<file path="src/core/ccx_defs.svh">
// Widths and fixed values for the call, clear and invert execution block.
`ifndef CCX_DEFS_SVH
`define CCX_DEFS_SVH
`define CCX_DATA_W      8
`define CCX_MADDR_W     8
`define CCX_PC_W        13
`define CCX_BIT_IDX_W   3
`define CCX_OP_W        3
`define CCX_RET_OFFSET  13'h0001
`define CCX_ZERO_BYTE   8'h00
`define CCX_CALL_CYCLES 2
`endif

</file>
<file path="src/core/ccx_pkg.sv">
// Operation and state types for the call, clear and invert execution block.
`include "ccx_defs.svh"
package ccx_pkg;
  typedef enum logic [`CCX_OP_W-1:0] {
    CCX_OP_SUB_JUMP       = 3'b000,
    CCX_OP_CLEAR_BYTE     = 3'b001,
    CCX_OP_CLEAR_BIT      = 3'b010,
    CCX_OP_CLEAR_WATCHDOG = 3'b011,
    CCX_OP_INVERT_MEMORY  = 3'b100,
    CCX_OP_INVERT_WORKING = 3'b101
  } ccx_op_t;

  typedef enum logic [0:0] {
    CCX_ST_IDLE   = 1'b0,
    CCX_ST_JUMP_2 = 1'b1
  } ccx_state_t;
endpackage

</file>
<file path="src/core/ccx_exec.sv">
// Execution unit for subroutine jump, clear, watchdog clear and invert operations.
`timescale 1ns/10ps
`default_nettype none
`include "ccx_defs.svh"

// Behaviour
// - A subroutine jump pushes the program counter plus 1 onto the stack, then loads the target, with no flag change.
// - A subroutine jump takes two cycles, the push in the first and the program counter load in the second.
// - Clearing a byte writes all zeros to the addressed memory byte and touches no status flag.
// - Clearing a bit forces only the selected bit of the addressed byte to 0 and touches no status flag.
// - The watchdog clear resets the watchdog counter and drives the expiry and power-down flags to 0, except a flag whose set event arrives in the same cycle.
// - Inverting memory writes the one's complement of the byte back to it and updates the zero flag.
// - Inverting to working writes the complement into the working register, leaves memory alone, updates zero.
module ccx_exec
  import ccx_pkg::*;
(
  input  wire logic                      clk_sys_i,           // System clock, 100 MHz.
  input  wire logic                      rst_b_i,             // Asynchronous reset, active low.
  input  wire logic                      op_valid_i,          // Request strobe, one cycle.
  input  wire logic [`CCX_OP_W-1:0]      op_i,                // Operation code.
  input  wire logic [`CCX_PC_W-1:0]      pc_i,                // Address of the current instruction.
  input  wire logic [`CCX_PC_W-1:0]      target_i,            // Encoded jump target.
  input  wire logic [`CCX_MADDR_W-1:0]   mem_addr_i,          // Addressed data-memory location.
  input  wire logic [`CCX_BIT_IDX_W-1:0] bit_idx_i,           // Selected bit for a bit clear.
  input  wire logic [`CCX_DATA_W-1:0]    mem_rdata_i,         // Current content of the addressed byte.
  input  wire logic                      expiry_set_i,        // Watchdog time-out event.
  input  wire logic                      power_down_set_i,    // Power-down entry event.
  output logic                           busy_o,              // Jump in progress, requests ignored.
  output logic                           done_o,              // Operation finished, one cycle.
  output logic                           mem_we_o,            // Data-memory write strobe.
  output logic [`CCX_MADDR_W-1:0]        mem_waddr_o,         // Data-memory write address.
  output logic [`CCX_DATA_W-1:0]         mem_wdata_o,         // Data-memory write data.
  output logic                           stack_push_o,        // Stack push strobe.
  output logic [`CCX_PC_W-1:0]           stack_data_o,        // Return address pushed.
  output logic                           pc_load_o,           // Program counter load strobe.
  output logic [`CCX_PC_W-1:0]           pc_data_o,           // New program counter value.
  output logic                           working_we_o,        // Working register write strobe.
  output logic [`CCX_DATA_W-1:0]         working_data_o,      // Working register write data.
  output logic                           zero_we_o,           // Zero flag update strobe.
  output logic                           zero_o,              // New zero flag value.
  output logic                           watchdog_counter_clear_o, // Watchdog counter reset strobe.
  output logic                           watchdog_expiry_flag_o,   // Watchdog expiry flag.
  output logic                           power_down_flag_o         // Power-down flag.
);

  ccx_state_t state_q;
  ccx_state_t state_d;

  // Requests are only taken while idle; a jump holds the unit for its second cycle.
  wire logic take_w = op_valid_i && (state_q == CCX_ST_IDLE);
  wire logic is_jump_w     = take_w && (op_i == CCX_OP_SUB_JUMP);
  wire logic is_clr_byte_w = take_w && (op_i == CCX_OP_CLEAR_BYTE);
  wire logic is_clr_bit_w  = take_w && (op_i == CCX_OP_CLEAR_BIT);
  wire logic is_wd_clear_w = take_w && (op_i == CCX_OP_CLEAR_WATCHDOG);
  wire logic is_inv_mem_w  = take_w && (op_i == CCX_OP_INVERT_MEMORY);
  wire logic is_inv_wrk_w  = take_w && (op_i == CCX_OP_INVERT_WORKING);
  wire logic known_op_w    = is_jump_w || is_clr_byte_w || is_clr_bit_w || is_wd_clear_w
                             || is_inv_mem_w || is_inv_wrk_w;

  wire logic [`CCX_DATA_W-1:0] inverted_w  = ~mem_rdata_i;
  wire logic                   inv_zero_w  = (inverted_w == `CCX_ZERO_BYTE);
  wire logic [`CCX_PC_W-1:0]   ret_addr_w  = pc_i + `CCX_RET_OFFSET;

  // Bit clear mask built per bit; only the selected position is forced low.
  wire logic [`CCX_DATA_W-1:0] bit_cleared_w;
  genvar gi;
  generate
    for (gi = 0; gi < `CCX_DATA_W; gi = gi + 1) begin : g_bit
      assign bit_cleared_w[gi] = (bit_idx_i == `CCX_BIT_IDX_W'(gi)) ? 1'b0 : mem_rdata_i[gi];
    end
  endgenerate

  wire logic [`CCX_DATA_W-1:0] mem_wdata_w = is_clr_byte_w ? `CCX_ZERO_BYTE :
                                             is_clr_bit_w  ? bit_cleared_w  :
                                             inverted_w;
  wire logic mem_we_w = is_clr_byte_w || is_clr_bit_w || is_inv_mem_w;

  // Events win over a watchdog clear in the same cycle so that a time-out is never lost.
  wire logic expiry_d_w = expiry_set_i     ? 1'b1 : (is_wd_clear_w ? 1'b0 : watchdog_expiry_flag_o);
  wire logic pdown_d_w  = power_down_set_i ? 1'b1 : (is_wd_clear_w ? 1'b0 : power_down_flag_o);

  always_comb begin
    case (state_q)
      CCX_ST_IDLE:   state_d = is_jump_w ? CCX_ST_JUMP_2 : CCX_ST_IDLE;
      CCX_ST_JUMP_2: state_d = CCX_ST_IDLE;
      default:       state_d = CCX_ST_IDLE;
    endcase
  end

  logic [`CCX_PC_W-1:0] target_q;

  always_ff @(posedge clk_sys_i or negedge rst_b_i) begin
    if (!rst_b_i) begin
      state_q                  <= CCX_ST_IDLE;
      target_q                 <= '0;
      busy_o                   <= 1'b0;
      done_o                   <= 1'b0;
      stack_push_o             <= 1'b0;
      stack_data_o             <= '0;
      pc_load_o                <= 1'b0;
      pc_data_o                <= '0;
    end else begin
      state_q      <= state_d;
      busy_o       <= (state_d == CCX_ST_JUMP_2);
      done_o       <= (known_op_w && !is_jump_w) || (state_q == CCX_ST_JUMP_2);
      stack_push_o <= is_jump_w;
      if (is_jump_w) begin
        stack_data_o <= ret_addr_w;
        target_q     <= target_i;
      end
      pc_load_o <= (state_q == CCX_ST_JUMP_2);
      if (state_q == CCX_ST_JUMP_2) begin
        pc_data_o <= target_q;
      end
    end
  end

  always_ff @(posedge clk_sys_i or negedge rst_b_i) begin
    if (!rst_b_i) begin
      mem_we_o                 <= 1'b0;
      mem_waddr_o              <= '0;
      mem_wdata_o              <= '0;
      working_we_o             <= 1'b0;
      working_data_o           <= '0;
      zero_we_o                <= 1'b0;
      zero_o                   <= 1'b0;
      watchdog_counter_clear_o <= 1'b0;
      watchdog_expiry_flag_o   <= 1'b0;
      power_down_flag_o        <= 1'b0;
    end else begin
      mem_we_o     <= mem_we_w;
      working_we_o <= is_inv_wrk_w;
      zero_we_o    <= is_inv_mem_w || is_inv_wrk_w;
      if (mem_we_w) begin
        mem_waddr_o <= mem_addr_i;
        mem_wdata_o <= mem_wdata_w;
      end
      if (is_inv_wrk_w) begin
        working_data_o <= inverted_w;
      end
      if (is_inv_mem_w || is_inv_wrk_w) begin
        zero_o <= inv_zero_w;
      end
      watchdog_counter_clear_o <= is_wd_clear_w;
      watchdog_expiry_flag_o   <= expiry_d_w;
      power_down_flag_o        <= pdown_d_w;
    end
  end

  // Checks kept beside the logic they guard.
  chk_jump_push_then_load: assert property (@(posedge clk_sys_i) disable iff (!rst_b_i)
    stack_push_o |=> pc_load_o && !stack_push_o)
    else $error("jump load did not follow the push by one cycle");

  chk_jump_return_addr: assert property (@(posedge clk_sys_i) disable iff (!rst_b_i)
    (op_valid_i && !busy_o && op_i == CCX_OP_SUB_JUMP)
      |=> stack_push_o && stack_data_o == $past(pc_i) + `CCX_RET_OFFSET ##1 pc_data_o == $past(target_i, 2))
    else $error("jump pushed a wrong return address or loaded a wrong target");

  chk_jump_no_flags: assert property (@(posedge clk_sys_i) disable iff (!rst_b_i)
    (stack_push_o || pc_load_o) |-> !zero_we_o && !mem_we_o && !working_we_o)
    else $error("jump disturbed flags or memory");

  chk_clear_byte_zero: assert property (@(posedge clk_sys_i) disable iff (!rst_b_i)
    (take_w && op_i == CCX_OP_CLEAR_BYTE)
      |=> mem_we_o && mem_wdata_o == `CCX_ZERO_BYTE && !zero_we_o && mem_waddr_o == $past(mem_addr_i))
    else $error("byte clear wrote a nonzero value or touched a flag");

  chk_clear_bit_only: assert property (@(posedge clk_sys_i) disable iff (!rst_b_i)
    (take_w && op_i == CCX_OP_CLEAR_BIT)
      |=> mem_we_o && !zero_we_o
          && mem_wdata_o == ($past(mem_rdata_i) & ~(8'h01 << $past(bit_idx_i))))
    else $error("bit clear changed more than the selected bit");

  chk_watchdog_clear: assert property (@(posedge clk_sys_i) disable iff (!rst_b_i)
    (take_w && op_i == CCX_OP_CLEAR_WATCHDOG && !expiry_set_i && !power_down_set_i)
      |=> watchdog_counter_clear_o && !watchdog_expiry_flag_o && !power_down_flag_o)
    else $error("watchdog clear left a flag set or did not reset the counter");

  chk_invert_memory: assert property (@(posedge clk_sys_i) disable iff (!rst_b_i)
    (take_w && op_i == CCX_OP_INVERT_MEMORY)
      |=> mem_we_o && mem_wdata_o == ~$past(mem_rdata_i) && zero_we_o && !working_we_o)
    else $error("memory inversion wrote a wrong byte");

  chk_invert_working: assert property (@(posedge clk_sys_i) disable iff (!rst_b_i)
    (take_w && op_i == CCX_OP_INVERT_WORKING)
      |=> working_we_o && working_data_o == ~$past(mem_rdata_i) && !mem_we_o && zero_we_o)
    else $error("working inversion wrote memory or a wrong value");

  chk_zero_value: assert property (@(posedge clk_sys_i) disable iff (!rst_b_i)
    (take_w && (op_i == CCX_OP_INVERT_MEMORY || op_i == CCX_OP_INVERT_WORKING))
      |=> zero_o == ($past(mem_rdata_i) == 8'hff))
    else $error("zero flag does not match the result");

  chk_busy_refuses_req: assert property (@(posedge clk_sys_i) disable iff (!rst_b_i)
    busy_o |=> !mem_we_o && !working_we_o && !zero_we_o && !watchdog_counter_clear_o && !stack_push_o)
    else $error("a request was taken during the second jump cycle");

  chk_jump_done_late: assert property (@(posedge clk_sys_i) disable iff (!rst_b_i)
    stack_push_o |-> !done_o ##1 (done_o && pc_load_o))
    else $error("jump finished in the wrong cycle");

  chk_expiry_set_wins: assert property (@(posedge clk_sys_i) disable iff (!rst_b_i)
    expiry_set_i |=> watchdog_expiry_flag_o)
    else $error("expiry event was lost");

  chk_pdown_set_wins: assert property (@(posedge clk_sys_i) disable iff (!rst_b_i)
    power_down_set_i |=> power_down_flag_o)
    else $error("power-down event was lost");

  chk_zero_not_on_jump: assert property (@(posedge clk_sys_i) disable iff (!rst_b_i)
    zero_we_o |-> !stack_push_o && !pc_load_o && !mem_we_o || !stack_push_o && !pc_load_o)
    else $error("zero flag written during a jump");

endmodule
`default_nettype wire

</file>
<file path="config.mk">
export PLATFORM = sky130hd
export DESIGN_NAME = ccx_exec
export DESIGN_NICKNAME = d
export VERILOG_FILES = /design/src/core/ccx_pkg.sv /design/src/core/ccx_exec.sv
export VERILOG_INCLUDE_DIRS = /design/src /design/src/core
export SDC_FILE = /design/constraint.sdc
export NUM_CORES = 1
export LEC_CHECK = 0
export ABC_AREA = 1
export BUFFER_PORTS_ARGS = -buffer_cell sky130_fd_sc_hd__buf_2
export CAP_MARGIN = 10
export CORE_MARGIN = 2
export CORE_UTILIZATION = 50
export CTS_CLUSTER_DIAMETER = 30
export DETAILED_ROUTE_END_ITERATION = 12
export GPL_TIMING_DRIVEN = 0
export PLACE_DENSITY = 0.8
export RECOVER_POWER = 100
export SYNTH_ARGS = -nofsm -noshare
export SYNTH_HDL_FRONTEND = slang
export SYNTH_SLANG_ARGS = --single-unit
export TNS_END_PERCENT = 20
</file>
<file path="constraint.sdc">
create_clock -name clk_sys_i -period 1.5 [get_ports clk_sys_i]
set_input_delay 0.45 -clock clk_sys_i [delete_from_list [all_inputs] [get_ports clk_sys_i]]
set_output_delay 0.45 -clock clk_sys_i [all_outputs]
set_load 0.02 [all_outputs]
</file>
==> impl_metrics.xml <==
<?xml version="1.0" encoding="UTF-8"?>
<metrics>
  <group name="critical_path">
    <metric name="crit-reg2reg-launch" unit="">state_q$_DFF_PN0_</metric>
    <metric name="timing.critical_path.slowest_cell_delay" unit="ps">490</metric>
    <metric name="cpMaxStageDelayCell" unit="">sky130_fd_sc_hd__dfrtp_2</metric>
    <metric name="critPathCaptureType" unit="">output pin</metric>
    <metric name="critical_path_class" unit="">reg -&gt; out</metric>
    <metric name="crit_chain" unit="">buf_4</metric>
    <metric name="crit_required" unit="ps">1050</metric>
    <metric name="startpoint_kind_of_the_worst_setup_timing_path" unit="">register</metric>
    <metric name="cp_num_buf_inv" unit="">1</metric>
    <metric name="critPathTopFamily" unit="">flip-flops</metric>
    <metric name="regToRegEndpoint" unit="">target_q[5]$_DFFE_PN0N_</metric>
    <metric name="path_depth_of_the_worst_reg2reg_path" unit="">8</metric>
    <metric name="critical_path_peak_fanout" unit="">7</metric>
    <metric name="reg2reg_slack" unit="ps">100</metric>
    <metric name="worstPathArrival" unit="ps">1020</metric>
    <metric name="timing.critical_path.from" unit="">state_q$_DFF_PN0_</metric>
  </group>
  <group name="cells_and_area">
    <metric name="fraction_of_final_layout_cells_with_drive_strength_greater_than_1" unit="">0.307</metric>
    <metric name="final_nets" unit="">574</metric>
    <metric name="synth_to_layout_area_growth" unit="%">30.3</metric>
    <metric name="antenna_cells" unit="">0</metric>
    <metric name="final_common_cell" unit="">sky130_fd_sc_hd__nand2_1</metric>
    <metric name="register_area" unit="um^2">1850</metric>
    <metric name="n_fill_cell" unit="">535</metric>
    <metric name="most-common-layout-cells" unit="">sky130_fd_sc_hd__nand2_1, sky130_fd_sc_hd__buf_2, sky130_fd_sc_hd__dfrtp_1</metric>
    <metric name="fin_cells" unit="">602</metric>
    <metric name="multi_input_area" unit="um^2">1260</metric>
    <metric name="finish.instance_area" unit="um^2">4210</metric>
  </group>
  <group name="sta">
    <metric name="min_period_over_period" unit="">0.977</metric>
    <metric name="timing.final.setup_violations" unit="">0</metric>
    <metric name="maxClockFrequency" unit="MHz">683</metric>
    <metric name="final_period_minus_worst_setup_slack" unit="ps">1470</metric>
    <metric name="worst_hold_slack" unit="ps">201</metric>
    <metric name="final.setup_skew" unit="ps">10.8</metric>
    <metric name="slew_viol_final" unit="">0</metric>
    <metric name="transition_at_the_pin_with_the_smallest_max_transition_slack" unit="ps">856</metric>
    <metric name="fin_tns_setup" unit="ps">0</metric>
    <metric name="finalHoldViolations" unit="">0</metric>
    <metric name="rsz0062_at_grt" unit="">yes</metric>
    <metric name="timing.slew.headroom" unit="">0.429</metric>
  </group>
  <group name="clock_network">
    <metric name="clk_root_buf" unit="">sky130_fd_sc_hd__clkbuf_8</metric>
    <metric name="clk_pin_slew" unit="ps">90</metric>
    <metric name="tritoncts_num_sinks" unit="">74</metric>
    <metric name="clkLatencyLatePin" unit="ps">350</metric>
    <metric name="cts.htree.levels" unit="">3</metric>
    <metric name="cts-buffers-inserted" unit="">9</metric>
    <metric name="clock_path_buffers" unit="">2</metric>
    <metric name="cts.hold.buffers_added" unit="">0</metric>
    <metric name="cts_tree" unit="">built</metric>
  </group>
  <group name="floorplan">
    <metric name="coreArea" unit="um^2">6310</metric>
    <metric name="die_h" unit="um">84.4</metric>
    <metric name="dieWidth" unit="um">84.4</metric>
    <metric name="placementRows" unit="">29</metric>
    <metric name="start_util" unit="">0.512</metric>
    <metric name="io-pin-count" unit="">114</metric>
    <metric name="area_enclosed_by_the_die_boundary" unit="um^2">7130</metric>
  </group>
  <group name="yosys">
    <metric name="synthesis.instances" unit="">388</metric>
    <metric name="synth_area_leaders" unit="">sky130_fd_sc_hd__dfrtp_1, sky130_fd_sc_hd__nand2_1, sky130_fd_sc_hd__nand3_1, sky130_fd_sc_hd__nor2_1, sky130_fd_sc_hd__inv_1</metric>
    <metric name="yosysSeqAreaShare" unit="">0.573</metric>
    <metric name="yosys.area.top_type_share" unit="">0.573</metric>
    <metric name="yosys_register_bits" unit="">74</metric>
    <metric name="syn_area" unit="um^2">3230</metric>
    <metric name="synth-async-reset-ratio" unit="">1.00</metric>
    <metric name="yosys_most_used_dff" unit="">sky130_fd_sc_hd__dfrtp_1</metric>
    <metric name="synth_warnings" unit="">0</metric>
    <metric name="yosys_cell_types" unit="">24</metric>
    <metric name="synthesis.nets" unit="">442</metric>
    <metric name="synth_largest_area_cell" unit="">sky130_fd_sc_hd__dfrtp_1</metric>
    <metric name="number_of_synthesized_flops_with_an_enable_pin" unit="">0</metric>
    <metric name="mean_instance_size_in_the_synthesized_netlist" unit="um^2">8.34</metric>
  </group>
  <group name="placed_design">
    <metric name="placedCellCount" unit="">579</metric>
    <metric name="place_area" unit="um^2">3920</metric>
    <metric name="gp_congestion" unit="">0.841</metric>
    <metric name="placement.io_buffers" unit="">113</metric>
    <metric name="hpwlAfterDp" unit="mm">5.68</metric>
  </group>
  <group name="global_routing">
    <metric name="grt-ovfl-total" unit="">0</metric>
    <metric name="grt_antenna_before_repair" unit="">0</metric>
    <metric name="grt_pass1_wl" unit="mm">13.0</metric>
    <metric name="largest_net_degree_at_the_start_of_global_routing" unit="">41</metric>
    <metric name="vias_in_the_first_global_route" unit="">2812</metric>
    <metric name="global_route.usage.total" unit="">0.229</metric>
  </group>
  <group name="drt">
    <metric name="drt_iter0_drc" unit="">130</metric>
    <metric name="detailedRoute.firstPassIterationCount" unit="">5</metric>
    <metric name="route.detailed.wl_per_inst" unit="um">12.9</metric>
    <metric name="number_of_antenna_violating_nets_in_the_routed_design" unit="">0</metric>
    <metric name="vias_per_cell" unit="">5.04</metric>
    <metric name="routed-via-count" unit="">3034</metric>
    <metric name="drcViolationCount" unit="">0</metric>
    <metric name="wl" unit="mm">7.76</metric>
  </group>
  <group name="flow_run">
    <metric name="cap_violations" unit="">0</metric>
  </group>
  <group name="outcome">
    <metric name="status" unit="">complete, no violations</metric>
  </group>
  <group name="power_and_ir_drop">
    <metric name="totalPowerFinal" unit="W">0.00547</metric>
    <metric name="pwr_density_cell" unit="nW/um^2">1300</metric>
    <metric name="leakagePower" unit="nW">2.41</metric>
    <metric name="power.ir.vdd_worst" unit="mV">0.814</metric>
  </group>
  <group name="min_path">
    <metric name="hold_path.class" unit="">in -&gt; async</metric>
  </group>
</metrics>
==> routing by layer <==
layer,vias to the layer above,GRT usage,wire [um]
met3,17,0.0560,640
met4,0,0.0895,164
li1,1492,-,-
met1,1389,0.283,3170
met5,-,0,0
met2,136,0.390,3780
==> cells in the mapped netlist, drive strengths merged (2+ instances only) <==
cell / n
nand2: 175
nand3: 40
buf: 9
nor3: 2
o21ai: 6
nor2: 31
o21bai: 2
nand3b: 5
xor2: 3
dfrtp: 74
inv: 22
a21oi: 9
clkbuf: 2
nand4: 4
==> cell type report <==
class	instances	share of cell area
repair buffers	121	0.149
inverters	22	0.0208
plain buffers	11	0.0181
clock inverters	7	0.0196
flip-flops and latches	74	0.440
well taps	77	0.0229
clock buffers	9	0.0294
multi-input cells	281	0.300
==> sequential cells by signal, indices dropped and copies added (netlist names), 8 cells and up <==
signal / flops
mem_wdata_o: 8
working_data_o: 8
target_q: 13
stack_data_o: 13
mem_waddr_o: 8
pc_data_o: 13
==> logic make-up after synthesis <==
group,after synthesis,synth area share
XOR/XNOR,4,0.0108
AND/OR/NAND/NOR,257,0.335
buffers and inverters,33,0.0456
flip-flops,74,0.573
adder cells (fa/ha/maj),1,0.00387
AO/OA/AOI/OAI,19,0.0325
==> power by group <==
group	internal, W	total, W	switching [W]
registers	0.00235	0.00254	0.000188
clock network	0.000797	0.00161	0.000813
logic	0.000462	0.00132	0.000862
total	0.00361	0.00547	0.00186
==> worst max path at each step <==
stage,endpoint,slack (ps),depth (start not counted)
after floorplan,mem_wdata_o[6]$_DFFE_PN0P_,30,7
final,busy_o,30,1
after global routing,state_q$_DFF_PN0_,-20,2
after CTS,busy_o,0.2,1
after detailed placement,mem_waddr_o[3]$_DFFE_PN0P_,-190,10
after global placement,stack_push_o$_DFF_PN0_,-450,1
==> what timing repair did <==
item                                   CTS  global route
resized for setup                       11             6
pin swaps                                0             2
setup endpoints to repair               40            47
endpoints found under the hold margin    0             0
buffers inserted                         0             7
==> metrics by stage <==
stage | worst slack, ps | util
2_1_floorplan | 30.2 | -
5_1_grt | -23.6 | 0.667
3_3_place_gp | -453 | 0.617
6_report | 34.9 | 0.667
4_1_cts | 0.238 | 0.659
3_5_place_dp | -192 | 0.621
Power figures use the tool's default switching activity.
